[src/rtl/trf_pkg.sv]
// shared types and constants of the tape record formatter
package trf_pkg;

	localparam int unsigned ADDR_W    = 16;
	localparam int unsigned CHAR_W    = 6;
	localparam int unsigned SHIFT_W   = 24;
	localparam logic [2:0]  NINE_CHRS = 3'h4;
	localparam logic [2:0]  NINE_FRMS = 3'h3;
	localparam logic [2:0]  SEVEN_FRM = 3'h1;
	localparam logic [1:0]  FRM_LAST  = 2'h2;

	// memory character as seen by the channel; stored parity is not carried
	typedef struct packed {
		logic              wm;
		logic              im;
		logic [CHAR_W-1:0] info;
	} trf_char_t;

	typedef struct packed {
		logic [7:0] data;
		logic       par;
	} trf_frame_t;

	typedef enum logic [3:0] {
		ST_IDLE, ST_W_FETCH, ST_W_EMIT, ST_W_LRC, ST_W_GAP,
		ST_R_WAIT, ST_R_CHK, ST_R_STORE, ST_R_SKIP
	} trf_st_t;

	typedef struct packed {
		trf_st_t            st;
		logic [ADDR_W-1:0]  addr;
		logic [SHIFT_W-1:0] sr;
		logic [2:0]         cnt;
		logic [2:0]         pend;
		logic [1:0]         fc;
		logic [7:0]         lrc;
		logic               nine;
		logic               odd;
		logic               mark;
		logic               hvalid;
		logic [7:0]         held;
		trf_frame_t         frm;
		logic               done;
	} trf_state_t;

	localparam logic [SHIFT_W-1:0] SR_RST   = 24'h00_0000;
	localparam logic [ADDR_W-1:0]  ADDR_RST = 16'h0000;

endpackage

[src/rtl/trf_core.sv]
// tape record formatter: memory-to-tape framing and tape-to-memory unpacking
// Overview of operation
// seven-track frames hold the six information bits of one character plus parity.
// nine-track standard packing puts four characters into three eight-bit frames.
// word marks and item marks never reach the tape.
// memory characters arrive without parity and every frame gets fresh parity.
// odd mode gives every frame an odd one count, even mode an even one.
// one longitudinal check frame follows the last data frame of each record.
// a write ends before the record-mark position, which is never recorded.
// on a read, a record-mark position takes one tape character, then transfer stops.
// after such a stop the tape keeps moving until the next gap is sensed.
// tape operations never alter punctuation in memory.
// records on tape are separated by blank gaps, not by mark characters.
// the processor places a record mark just after the last record character.
// the processor supplies the leftmost record address as the start address.
// completion is signalled only once the gap ending the record is reached.
`timescale 1ns/1ps
module trf_core (
	input  wire logic                       clk_i,
	input  wire logic                       rst_i,
	input  wire logic                       start_i,
	input  wire logic                       write_i,
	input  wire logic                       nine_track_i,
	input  wire logic                       odd_par_i,
	input  wire logic [trf_pkg::ADDR_W-1:0] start_addr_i,
	output logic                            busy_o,
	output logic                            done_o,
	output logic                            mem_req_o,
	output logic                            mem_we_o,
	output logic [trf_pkg::ADDR_W-1:0]      mem_addr_o,
	output logic [trf_pkg::CHAR_W-1:0]      mem_wdata_o,
	input  wire trf_pkg::trf_char_t         mem_rdata_i,
	input  wire logic                       mem_ack_i,
	output logic                            tape_run_o,
	output logic                            tape_wr_o,
	output trf_pkg::trf_frame_t             tape_frame_o,
	input  wire logic                       tape_rdy_i,
	output logic                            tape_gap_req_o,
	input  wire logic                       tape_gap_i,
	input  wire logic                       tape_rd_vld_i,
	input  wire logic [7:0]                 tape_rd_data_i,
	output logic                            tape_rd_rdy_o
);

	trf_pkg::trf_state_t s_reg;
	trf_pkg::trf_state_t s_next;

	// frame parity for the selected sense
	function automatic logic par_of(input logic [7:0] d, input logic odd);
		par_of = odd ? ~(^d) : (^d);
	endfunction

	// record mark: word mark and item mark together
	function automatic logic is_mark(input trf_pkg::trf_char_t c);
		is_mark = c.wm && c.im;
	endfunction

	// data byte of the next outgoing frame
	function automatic logic [7:0] data_of(input trf_pkg::trf_state_t x);
		if (x.st == trf_pkg::ST_W_LRC)
			data_of = x.lrc;
		else if (x.nine)
			data_of = x.sr[23:16];
		else
			data_of = {2'b00, x.sr[5:0]};
	endfunction

	always_comb begin
		s_next = s_reg;
		s_next.done = 1'b0;
		case (s_reg.st)
			trf_pkg::ST_IDLE: begin
				if (start_i) begin
					s_next.addr = start_addr_i;
					s_next.nine = nine_track_i;
					s_next.odd = odd_par_i;
					s_next.sr = trf_pkg::SR_RST;
					s_next.cnt = 3'h0;
					s_next.pend = 3'h0;
					s_next.fc = 2'h0;
					s_next.lrc = 8'h00;
					s_next.mark = 1'b0;
					s_next.hvalid = 1'b0;
					s_next.st = write_i ? trf_pkg::ST_W_FETCH
						: trf_pkg::ST_R_WAIT;
				end
			end
			trf_pkg::ST_W_FETCH: begin
				if (mem_ack_i) begin
					if (is_mark(mem_rdata_i)) begin
						// flush a partial nine-track group
						s_next.pend = s_reg.nine ? s_reg.cnt : 3'h0;
						s_next.sr = s_reg.sr << (6 * (4 - s_reg.cnt));
						s_next.mark = 1'b1;
						s_next.st = (s_next.pend == 3'h0) ?
							trf_pkg::ST_W_LRC : trf_pkg::ST_W_EMIT;
					end else begin
						// punctuation dropped, only info bits kept
						s_next.sr = {s_reg.sr[17:0], mem_rdata_i.info};
						s_next.addr = s_reg.addr + 1'b1;
						if (!s_reg.nine) begin
							s_next.pend = trf_pkg::SEVEN_FRM;
							s_next.st = trf_pkg::ST_W_EMIT;
						end else if (s_reg.cnt == trf_pkg::NINE_FRMS) begin
							s_next.cnt = 3'h0;
							s_next.pend = trf_pkg::NINE_FRMS;
							s_next.st = trf_pkg::ST_W_EMIT;
						end else begin
							s_next.cnt = s_reg.cnt + 3'h1;
						end
					end
				end
			end
			trf_pkg::ST_W_EMIT: begin
				if (tape_rdy_i) begin
					s_next.lrc = s_reg.lrc ^ s_reg.frm.data;
					s_next.sr = s_reg.sr << 8;
					s_next.pend = s_reg.pend - 3'h1;
					if (s_reg.pend == 3'h1)
						s_next.st = s_reg.mark ? trf_pkg::ST_W_LRC
							: trf_pkg::ST_W_FETCH;
				end
			end
			trf_pkg::ST_W_LRC: begin
				if (tape_rdy_i)
					s_next.st = trf_pkg::ST_W_GAP;
			end
			trf_pkg::ST_W_GAP: begin
				if (tape_gap_i) begin
					s_next.done = 1'b1;
					s_next.st = trf_pkg::ST_IDLE;
				end
			end
			trf_pkg::ST_R_WAIT: begin
				if (tape_gap_i) begin
					// last held frame is the check frame: discarded
					s_next.done = 1'b1;
					s_next.st = trf_pkg::ST_IDLE;
				end else if (tape_rd_vld_i) begin
					s_next.held = tape_rd_data_i;
					s_next.hvalid = 1'b1;
					if (s_reg.hvalid && !s_reg.nine) begin
						s_next.sr = {s_reg.held[5:0], 18'h0_0000};
						s_next.pend = trf_pkg::SEVEN_FRM;
						s_next.st = trf_pkg::ST_R_CHK;
					end else if (s_reg.hvalid) begin
						s_next.sr = {s_reg.sr[15:0], s_reg.held};
						s_next.fc = s_reg.fc + 2'h1;
						if (s_reg.fc == trf_pkg::FRM_LAST) begin
							s_next.fc = 2'h0;
							s_next.pend = trf_pkg::NINE_CHRS;
							s_next.st = trf_pkg::ST_R_CHK;
						end
					end
				end
			end
			trf_pkg::ST_R_CHK: begin
				if (mem_ack_i) begin
					s_next.mark = is_mark(mem_rdata_i);
					s_next.st = trf_pkg::ST_R_STORE;
				end
			end
			trf_pkg::ST_R_STORE: begin
				if (mem_ack_i) begin
					s_next.addr = s_reg.addr + 1'b1;
					s_next.sr = s_reg.sr << 6;
					s_next.pend = s_reg.pend - 3'h1;
					if (s_reg.mark)
						s_next.st = trf_pkg::ST_R_SKIP;
					else if (s_reg.pend == 3'h1)
						s_next.st = trf_pkg::ST_R_WAIT;
					else
						s_next.st = trf_pkg::ST_R_CHK;
				end
			end
			trf_pkg::ST_R_SKIP: begin
				if (tape_gap_i) begin
					s_next.done = 1'b1;
					s_next.st = trf_pkg::ST_IDLE;
				end
			end
			default: s_next.st = trf_pkg::ST_IDLE;
		endcase
		s_next.frm.data = data_of(s_next);
		s_next.frm.par = par_of(data_of(s_next), s_next.odd);
	end

	always_ff @(posedge clk_i) begin
		if (rst_i) begin
			s_reg <= '0;
			s_reg.st <= trf_pkg::ST_IDLE;
			s_reg.addr <= trf_pkg::ADDR_RST;
			s_reg.sr <= trf_pkg::SR_RST;
		end else begin
			s_reg <= s_next;
		end
	end

	assign busy_o = (s_reg.st != trf_pkg::ST_IDLE);
	assign done_o = s_reg.done;
	assign tape_run_o = busy_o;
	assign mem_req_o = (s_reg.st == trf_pkg::ST_W_FETCH) ||
		(s_reg.st == trf_pkg::ST_R_CHK) || (s_reg.st == trf_pkg::ST_R_STORE);
	// only info bits are written; memory keeps its punctuation
	assign mem_we_o = (s_reg.st == trf_pkg::ST_R_STORE);
	assign mem_addr_o = s_reg.addr;
	assign mem_wdata_o = s_reg.sr[23:18];
	assign tape_wr_o = (s_reg.st == trf_pkg::ST_W_EMIT) ||
		(s_reg.st == trf_pkg::ST_W_LRC);
	assign tape_frame_o = s_reg.frm;
	assign tape_gap_req_o = (s_reg.st == trf_pkg::ST_W_GAP);
	assign tape_rd_rdy_o = (s_reg.st == trf_pkg::ST_R_WAIT) ||
		(s_reg.st == trf_pkg::ST_R_SKIP);
endmodule

[config.mk]
export PLATFORM = sky130hd
export DESIGN_NAME = trf_core
export DESIGN_NICKNAME = d
export VERILOG_FILES = /design/src/rtl/trf_pkg.sv /design/src/rtl/trf_core.sv
export SDC_FILE = /design/constraint.sdc
export NUM_CORES = 1
export LEC_CHECK = 0
export BUFFER_PORTS_ARGS = -buffer_cell sky130_fd_sc_hd__buf_2
export CAP_MARGIN = 20
export CORE_ASPECT_RATIO = 1.4
export CORE_MARGIN = 3
export CORE_UTILIZATION = 50
export CTS_CLUSTER_DIAMETER = 100
export DETAILED_ROUTE_END_ITERATION = 7
export GPL_TIMING_DRIVEN = 0
export PLACE_DENSITY = 0.71
export REMOVE_ABC_BUFFERS = 1
export SLEW_MARGIN = 30
export SYNTH_ARGS = -nofsm -noshare
export SYNTH_HDL_FRONTEND = slang
export SYNTH_SLANG_ARGS = --single-unit
[constraint.sdc]
create_clock -name clk_i -period 4.32 [get_ports clk_i]
set_input_delay 0.216 -clock clk_i [delete_from_list [all_inputs] [get_ports clk_i]]
set_output_delay 0.216 -clock clk_i [all_outputs]
set_load 0.05 [all_outputs]
Yosys cells after proc, flatten, opt, wreduce, memory -nomap -nowiden
Cells that the tools add are included.

operators by class
  add/sub/neg operators = 5
  multipliers = 1
  equal/unequal tests = 27
  shifts and indexed selects = 1
  mux-type cells = 63
  bitwise gates (word level) = 4
  reduce and logical (&&, ||, !) cells = 27

operators with widths
  cell                     count
  $mux W24                 6
  $pmux W24 S5             1
  $mux W64                 1
  $mux W4                  14
  $mux W50                 1
  $pmux W16 S3             1
  $mux W44                 1
  $mux W3                  11
  $mul A2 B32 Y31 const A  1
  $pmux W4 S8              1
  $shl A24 B32 Y24         1
  $mux W8                  3
  $ne A2 B2 Y1 const B     11
  $mux W5                  4
  $mux W9                  2
  $add A16 B1 Y16 const B  1
  $eq A4 B3 Y1 const B     4
  $mux W16                 1
  $pmux W8 S2              1
  $pmux W3 S5              1
  $reduce_and A5 Y1        3
  $eq A4 B2 Y1 const B     3
  $reduce_and A10 Y1       1
  $mux W2                  4
  35 further kinds         50

storage, ports and cells
  flip-flop bits (word level) = 82
  bits of input ports = 42

Logic depth before layout (Yosys ltp)
Gate-level depths: netlist of run 1.

  word-level depth = 12
  depth in mapped cells = 17

Worst setup path before layout of run 1
No wires, ideal clock.

  path type = reg2reg
  start = register s_reg[35] (netlist name)
  end = register s_reg (netlist bit tape_frame_o[0])
  arrival time = 3824 ps
  setup slack = 424 ps
  stages on the path, launching flop included = 18
  path buffers = 3
  clock period less this slack = 3896 ps
  path through = dfxtp_1 -> buf_6 -> buf_4 -> inv_2 -> ha_1 -> xor2_1 -> ha_1 -> a21o_1 -> a211o_1 -> clkbuf_1 -> or4_1 -> o211ai_1 -> o31ai_1 -> o21ai_1 -> xnor2_1 -> xnor3_1 -> xnor3_1 -> mux2i_1

between the ends
  longest elaborated chain between the ends = 11
  elaborated cells between the ends (all ways) = 20
  those cells by class = 1 x add/sub; 1 x mul; 2 x eq/ne; 1 x shift; 12 x mux; 1 x bitwise; 2 x reduce/logical

ends and longest elaborated chain
  what                                            RTL line                        RTL
  start, declared                                 trf_core.sv:45                  trf_pkg::trf_state_t s_reg;
  start signal, assigned                          trf_core.sv:195                 s_reg <= s_next;
  $sub A3 B3 Y4, or another cell as far along     trf_core.sv:93                  s_next.sr = s_reg.sr << (6 * (4 - s_reg.cnt));
  $mul A2 B32 Y31, or another cell as far along   trf_core.sv:93
  $shl A24 B32 Y24, or another cell as far along  trf_core.sv:93
  $mux W24 or $mux W4 (tied branches)             trf_core.sv:90                  if (is_mark(mem_rdata_i)) begin
  $mux W50 *                                      trf_core.sv:89                  if (mem_ack_i) begin
  $pmux W24 S5 or $pmux W4 S8 (tied branches)     trf_core.sv:71                  case (s_reg.st)
  $mux W8 or $eq A4 B2 Y1 (tied branches)         trf_core.sv:62, trf_core.sv:60
  $mux W8 *                                       trf_core.sv:60                  if (x.st == trf_pkg::ST_W_LRC)
  $reduce_xor A8 Y1 *                             trf_core.sv:50                  par_of = odd ? ~(^d) : (^d);
  $not A1 Y1                                      trf_core.sv:50
  $mux W1 *                                       trf_core.sv:50

Every way passes the cells marked *; elsewhere a longest branch is shown, timed or not. The select of a mux whose other input is x is not followed.
A chain may end at the register's enable or synchronous reset.

Worst setup path in the final report of run 1
  start = register s_reg[36] (netlist name)
  end = register s_reg (netlist bit tape_frame_o[0])

The elaborated chain is that of the path after synthesis.

==> summary.txt, run 1 <==
Cells and area
  • Syn-to-layout area delta: 7.04%
  • Nets@finish: approximately 950
  • Layout cell share with drive strength beyond 1: 0.174
  • Layout Cell Area excl Fill: 7210 um^2
  • Max FFs per register: 50
  • Ant diodes: 0
  • Final std cells w/o fill: 1085

Hold path
  • Min-Delay Path Depth: 3
  • HP Start: start_addr_i[7]
  • Hold Path Class: input pin to flop
  • Hold Path End: mem_addr_o[7]$_SDFFE_PP0P_

Worst setup path
  • Reg2reg setup slack: 170 ps
  • Worst r2r path cells: 12
  • Max FO, Critical Path: 21
  • Worst setup EP type: flop
  • Worst EP required: 4600 ps
  • Reg2reg end: tape_frame_o[0]$_SDFF_PP0_
  • Arrival @ worst endpoint: 4430 ps
  • R2r startpoint: s_reg[36]$_SDFFE_PP0P_
  • CP Launch Type: flop
  • Setup CP Type: flop to flop

Floorplanning
  • Vert. Die Dim: 143 um
  • Initial Utilization: 0.518
  • Die Wd: 104 um
  • Die footprint: 14900 um^2
  • CORE AREA: 13000 um^2
  • # rows: 49
  • IO Pins: 81

Clocking
  • Clock root cell: clkbuf_16
  • Number of buffers created by CTS: 9
  • Clock Latency Late Sink: 350 ps
  • Cts hold-fix bufs: 0
  • CTS tree: done
  • CTS Buffer Depth: 2
  • Register clock-pin slew on the reported worst setup and hold paths: 70 ps
  • # H-tree levels: 3
  • # clock sinks: 82

Power and ir drop
  • Leak: between 2 and 3 nW
  • Internal power: approximately 1.6 mW
  • Part of the power in combinational logic: 0.391
  • PD cells: 387 nW/um^2
  • Sw Ratio: 0.415
  • Total power: 2.79 mW
  • Clock Power Share: 0.285
  • Reg power frac: 0.324
  • Switch Pwr: 1.16 mW
  • Max IR drop VDD: 0.294 mV

STA
  • Minimum clock period: about 4200 ps
  • Endpoints failing setup: 0
  • Setup TNS: 0 ps
  • Peak Freq: 241 MHz
  • Fin crit share: 0.961
  • Worst hold slack: 108 ps
  • Worst slew pin tran: 910 ps
  • Slew HR: 0.393
  • Final hold vios: 0
  • Max Clock Skew: 12.0 ps
  • Final Max Slew Viols: 0

Logic synthesis
  • Sequential area share after synthesis: 0.244
  • Post-synth top flop: dfxtp_1
  • Yosys warns: 0
  • Async set-or-reset flop fraction in the synthesized netlist: 0
  • Avg Inst Size Synth: 7.45 um^2
  • Synth Register Bits: 82
  • Synth cell types: between 90 and 100
  • Mapped Cells: 904
  • Synthesized area: approximately 6700 um^2
  • Post-synth EDFFs: 0

Detailed routing
  • First DRT Iteration DRCs: 841
  • Wire per inst: 20.1 um
  • Vias per cell: 6.60
  • Vias: 7158
  • Drc violations: 0
  • Met2 wire len: 10300 um
  • Post-DRT Antenna Nets: 0
  • Router iterations before antenna repair: 6
  • Met3 WL post-DR: 1850 um
  • Met1 WL: about 8400 um
  • Post-detailed-routing wire length: 21800 um
  • Uppermost layer routed: met4

Global routing
  • Initial antenna violation count: 0
  • GRT overflow: 0
  • All-Layer GR Usage: 0.279
  • Largest net degree at the start of global routing: 68
  • Vias in the first global route: 6422
  • First-pass GRT wire length: 33900 um

Place
  • Placed cell count: 1063
  • Placer Congestion: just under 1
  • Hpwl dp: 15500 um
  • Dpl cell area: between 6000 and 7000 um^2
  • # port buffers: 80

Job
  • Max-Cap Viols: 0

Run status
  • Outcome: complete, no violations
synth_stat cells (5+ instances only):
master | instances | area share
o22ai_1 | 11 | 0.010
nand2_1 | 91 | 0.051
a22o_1 | 5 | 0.0065
nor2_1 | 97 | 0.054
dfxtp_1 | 82 | 0.24
nand2b_1 | 6 | 0.0056
a31oi_1 | 17 | 0.016
o221ai_1 | 6 | 0.0078
o21ai_0 | 51 | 0.038
nor2b_1 | 9 | 0.0084
a211oi_1 | 13 | 0.014
a22oi_1 | 22 | 0.025
a222oi_1 | 9 | 0.013
inv_1 | 20 | 0.011
a21oi_1 | 81 | 0.060
o211ai_1 | 10 | 0.011
buf_6 | 6 | 0.010
or3b_2 | 5 | 0.0065
buf_4 | 42 | 0.047
nor3_1 | 17 | 0.013
nand3_1 | 34 | 0.025
buf_2 | 11 | 0.0082
a221oi_1 | 11 | 0.014
and3_1 | 9 | 0.0084
or3_1 | 9 | 0.0084
ha_1 | 8 | 0.015
a211o_1 | 6 | 0.0078
o31ai_1 | 10 | 0.011
a2bb2oi_1 | 5 | 0.0065
o21ai_1 | 6 | 0.0045
clkbuf_1 | 40 | 0.022
mux2i_1 | 18 | 0.027
a21o_1 | 6 | 0.0067
and2_1 | 19 | 0.018
layer usage:
metal / vias to the layer above / GRT usage
li1: 3315 / -
met1: 3326 / 0.342
met2: 424 / 0.460
met3: 93 / 0.0422
met4: 0 / 0.175
met5: - / 0
critical path, cell delays in order (launching register included):
cell and delay [ps]:
dfxtp_4 490, inv_1 150, ha_4 360, fa_2 470, xor2_2 280, or4_1 610
a221oi_1 310, o2111a_1 300, a221oi_2 100, or3_1 410, a211oi_1 310, o21ai_0 140
mux2i_1 140
power by group through the flow:
stage               combinational, mW  clock (mW)  sequential (mW)
floorplan                       0.657           0             1.01
global placement                 1.03           0            0.920
detailed placement               1.05           0            0.919
CTS                              1.06       0.801            0.902
global route                     1.18       0.835            0.914
finish                           1.09       0.796            0.905
final cells by class:
type	count	area (um^2)
fill	1320	5790
multi-input combinational	698	4450
sequential	82	1650
timing repair buffer	89	494
clock buffer	11	243
tap	178	223
inverter	22	83.8
clock inverter	5	61.3
worst max path at each step:
stage / cells after the start / from / slack [ps] / endpoint
final: 12 / s_reg[36]$_SDFFE_PP0P_ / 170 / tape_frame_o[0]$_SDFF_PP0_
after CTS: 13 / s_reg[36]$_SDFFE_PP0P_ / 0.5 / tape_frame_o[0]$_SDFF_PP0_
after detailed placement: 12 / s_reg[36]$_SDFFE_PP0P_ / -920 / tape_frame_o[0]$_SDFF_PP0_
after global placement: 11 / s_reg[35]$_SDFFE_PP0P_ / -2040 / tape_frame_o[0]$_SDFF_PP0_
after global routing: 12 / s_reg[36]$_SDFFE_PP0P_ / -2 / tape_frame_o[0]$_SDFF_PP0_
after floorplan: 12 / s_reg[35]$_SDFFE_PP0P_ / -600 / tape_frame_o[0]$_SDFF_PP0_
cells by family (layout without fill, tap and decap cells):
logic type,Yosys count,after routing,share of synthesized area
and+or+nand+nor,338,338,0.254
AOI/OAI and AO/OA,317,317,0.324
buffers and inverters,124,127,0.103
DFF,82,82,0.244
muxes,25,25,0.0424
adders and majority gates,9,9,0.0178
xor gates and xnor gates,9,9,0.0158
through the flow:
step / setup WS (ps) / utilization
after floorplan: -604 / -
after global placement: -2040 / 0.519
after detailed placement: -923 / 0.523
after CTS: 0.533 / 0.549
after global routing: -2.17 / 0.554
final: 170 / 0.554
timing repair:
action                     in CTS  in global routing
setup buffers                   1                  5
resized for setup               7                  5
setup endpoints to repair      11                  1
pin swaps                       1                  1
cell usage in the layout (no fill, tap or decap), types with 7 or more instances in the layout:
cell type  count
nor2_1        97
nand2_1       90
a21oi_1       81
buf_2         79
dfxtp_1       77
o21ai_0       51
nand3_1       34
a22oi_1       22
inv_1         20
and2_1        19
a31oi_1       17
mux2i_1       17
nor3_1        16
a211oi_1      13
a221oi_1      11
o22ai_1       11
o211ai_1      10
o31ai_1       10
nor2b_1        9
and3_1         9
or3_1          9
a222oi_1       9
clkbuf_16      9
buf_4          8
ha_1           7
Note: power is estimated with default switching activity, not from simulation.
==> inputs of run 2 (changes only) <==
--- a/config.mk
+++ b/config.mk
@@ -8,12 +8,12 @@
 export BUFFER_PORTS_ARGS = -buffer_cell sky130_fd_sc_hd__buf_2
 export CAP_MARGIN = 20
 export CORE_ASPECT_RATIO = 1.4
-export CORE_MARGIN = 3
+export CORE_MARGIN = 1
 export CORE_UTILIZATION = 50
 export CTS_CLUSTER_DIAMETER = 100
 export DETAILED_ROUTE_END_ITERATION = 7
-export GPL_TIMING_DRIVEN = 0
 export PLACE_DENSITY = 0.71
+export RECOVER_POWER = 100
 export REMOVE_ABC_BUFFERS = 1
 export SLEW_MARGIN = 30
 export SYNTH_ARGS = -nofsm -noshare
==> run 2 against run 1 <==
  * Total power increased by 0.40%
  * Worst hold slack lost 7.9 ps
  * Clock skew is 5.1 ps lower
  * Die area fell by 6.5%
  * Combinational power barely moved
  * Non-clock buffer count up 24
  * Routed wire length increased by 3.2%
  * Largest power group unchanged
  * Global-route usage rose by 4.5 points
  * Critical path type unchanged
==> summary.txt, run 2 (synthesis gave the netlist of run 1 again) <==
Cells and area
  • Syn-to-layout area delta: 7.12% (about the same)
  • Nets@finish: 977 (+2.5%)
  • Ant diodes: 0 (unchanged)
  • Layout cell share with drive strength beyond 1: 0.128 (-0.0464)
  • Max FFs per register: 50 (unchanged)
  • Commonest non-fill, non-tap cells in the layout: nor2_1, nand2_1, a21oi_1, dfxtp_1, o21ai_0
  • Multi-input logic area: 4380 um^2 (-1.6%)
  • Most common cell after layout, fill and taps aside: nor2_1
  • Register area: 1640 um^2 (-0.68%)
  • FILL cells: 1276 (-3.3%)

STA
  • RSZ-0062 raised after global routing: no
  • Endpoints failing setup: 0 (unchanged)
  • Final Max Slew Viols: 0 (unchanged)
  • Worst slew pin tran: 1160 ps (+253 ps)
  • Fin crit share: 0.918 (-0.0423)
  • Minimum clock period: 3970 ps (-183 ps)
  • Setup TNS: 0 ps (unchanged)
  • Max Clock Skew: 6.93 ps (-5.08 ps)
  • Slew HR: 0.225 (-0.168)
  • Final hold vios: 0 (unchanged)
  • Peak Freq: 252 MHz (+4.6%)

Place
  • Hpwl dp: 16500 um (+6.6%)
  • # port buffers: 80 (unchanged)
  • Placer Congestion: 0.980 (+1.8%)

Global routing
  • All-Layer GR Usage: 0.323 (+0.0447)
  • Largest net degree at the start of global routing: 45 (-34%)
  • First-pass GRT wire length: 35600 um (+5.0%)
  • Vias in the first global route: 6637 (+3.3%)
  • GRT overflow: 0 (unchanged)
  • Initial antenna violation count: 0 (unchanged)

Floorplanning
  • # rows: 49 (unchanged)
  • IO Pins: 81 (unchanged)
  • CORE AREA: 13000 um^2 (unchanged)
  • Die Wd: 100 um (-3.8%)
  • Die footprint: 13900 um^2 (-6.5%)
  • Initial Utilization: 0.518 (unchanged)
  • Vert. Die Dim: 139 um (-2.8%)

Job
  • Max-Cap Viols: 0 (unchanged)

Clocking
  • CTS Buffer Depth: 2 (unchanged)
  • Cts hold-fix bufs: 0 (unchanged)
  • # clock sinks: 82 (unchanged)
  • # H-tree levels: 3 (unchanged)
  • Clock root cell: clkbuf_16
  • Clock Latency Late Sink: 350 ps (about the same)
  • Setup Fix Bufs, Post-CTS: 0 (-1)
  • Number of buffers created by CTS: 9 (unchanged)
  • Register clock-pin slew on the reported worst setup and hold paths: 70 ps (about the same)
  • CTS tree: done
  • Post-CTS sizing: 0 (-7)

Worst setup path
  • Worst setup EP type: flop
  • Delay-heaviest family, CP: simple AND/OR/NAND/NOR gates
  • Slowest stage delay, CP: 620 ps (about the same)
  • Worst EP required: 4600 ps (about the same)
  • Most used cell, CP: or3_1
  • Buffer and inverter count on the worst path: 1 (unchanged)
  • Arrival @ worst endpoint: 4250 ps (-180 ps)
  • Setup CP Type: flop to flop
  • Critical path cell sequence: inv_1 > ha_1 > xor2_1 > fa_1 > or3_1 > or3_1 > a31oi_1 > o22ai_1 > a221oi_2 > o21ai_0 > o211a_1 > or3_1 > mux2i_1
  • Max FO, Critical Path: 9 (-57%)
  • Max stage delay cell, worst path: fa_1
  • CP Launch Type: flop

Detailed routing
  • Vias per cell: 6.53 (-0.99%)
  • Drc violations: 0 (unchanged)
  • Post-DRT Antenna Nets: 0 (unchanged)
  • First DRT Iteration DRCs: 708 (-16%)
  • Post-detailed-routing wire length: 22500 um (+3.2%)
  • Router iterations before antenna repair: 8 (+2)
  • Wire per inst: 20.3 um (+0.98%)
  • Vias: 7244 (+1.2%)

Hold path
  • Hold Path Class: input pin to flop

Power and ir drop
  • Leak: 2.62 nW (-3.6%)
  • Total power: 2.80 mW (+0.40%)
  • PD cells: 389 nW/um^2 (+0.33%)
  • Max IR drop VDD: 0.329 mV (+12%)

Run status
  • Outcome: complete, no violations
-- run 2: metrics by stage --
| stage | cell area, um^2 | util | worst slack [ps] | cells | hold slack (ps) |
|---|---|---|---|---|---|
| after global placement | 6990 | 0.538 | 534 | 1093 | 450 |
| after CTS | 7300 | 0.562 | 417 | 1109 | 103 |
| after floorplan | 6120 | - | -604 | 802 | 285 |
| after detailed placement | 6990 | 0.538 | 461 | 1093 | 455 |
| after global routing | 7210 | 0.555 | 89.2 | 1109 | 114 |
| final | 7210 | 0.555 | 352 | 1109 | 100 |
-- run 2: final timing paths --
kind                                from  cells past startpoint  slack, ps                          to
setup / recovery  s_reg[35]$_SDFFE_PP0P_                     13        350  tape_frame_o[0]$_SDFF_PP0_
hold reg to reg   s_reg[16]$_SDFFE_PP0P_                      2        470      s_reg[16]$_SDFFE_PP0P_
hold / removal           start_addr_i[7]                      3        100  mem_addr_o[7]$_SDFFE_PP0P_
setup reg to reg  s_reg[35]$_SDFFE_PP0P_                     13        350  tape_frame_o[0]$_SDFF_PP0_
-- run 2: report_power, final --
part	internal, mW	switching, mW	total, mW
Combinational	0.348	0.752	1.10
Sequential	0.809	0.0798	0.889
Clock	0.459	0.356	0.815
Total	1.62	1.19	2.80
-- run 2: cell type report --
cell class | count | area share
sequential | 82 | 0.228
multi-input combinational | 698 | 0.607
inverter | 22 | 0.0115
clock buffer | 9 | 0.0312
tap | 178 | 0.0309
clock inverter | 7 | 0.0115
timing repair buffer | 113 | 0.0805
-- run 2: per-layer routing --
layer / GRT usage / part of all wire / vias to the layer above
li1: - / - / 3382
met1: 0.408 / 0.40 / 3405
met2: 0.535 / 0.48 / 383
met3: 0.0422 / 0.069 / 74
met4: 0.168 / 0.047 / 0
met5: 0 / 0 / -
-- run 2: worst min-delay path: stages --
cell      delay (ps)
buf_2             90
nand2_1           50
a211oi_1          50
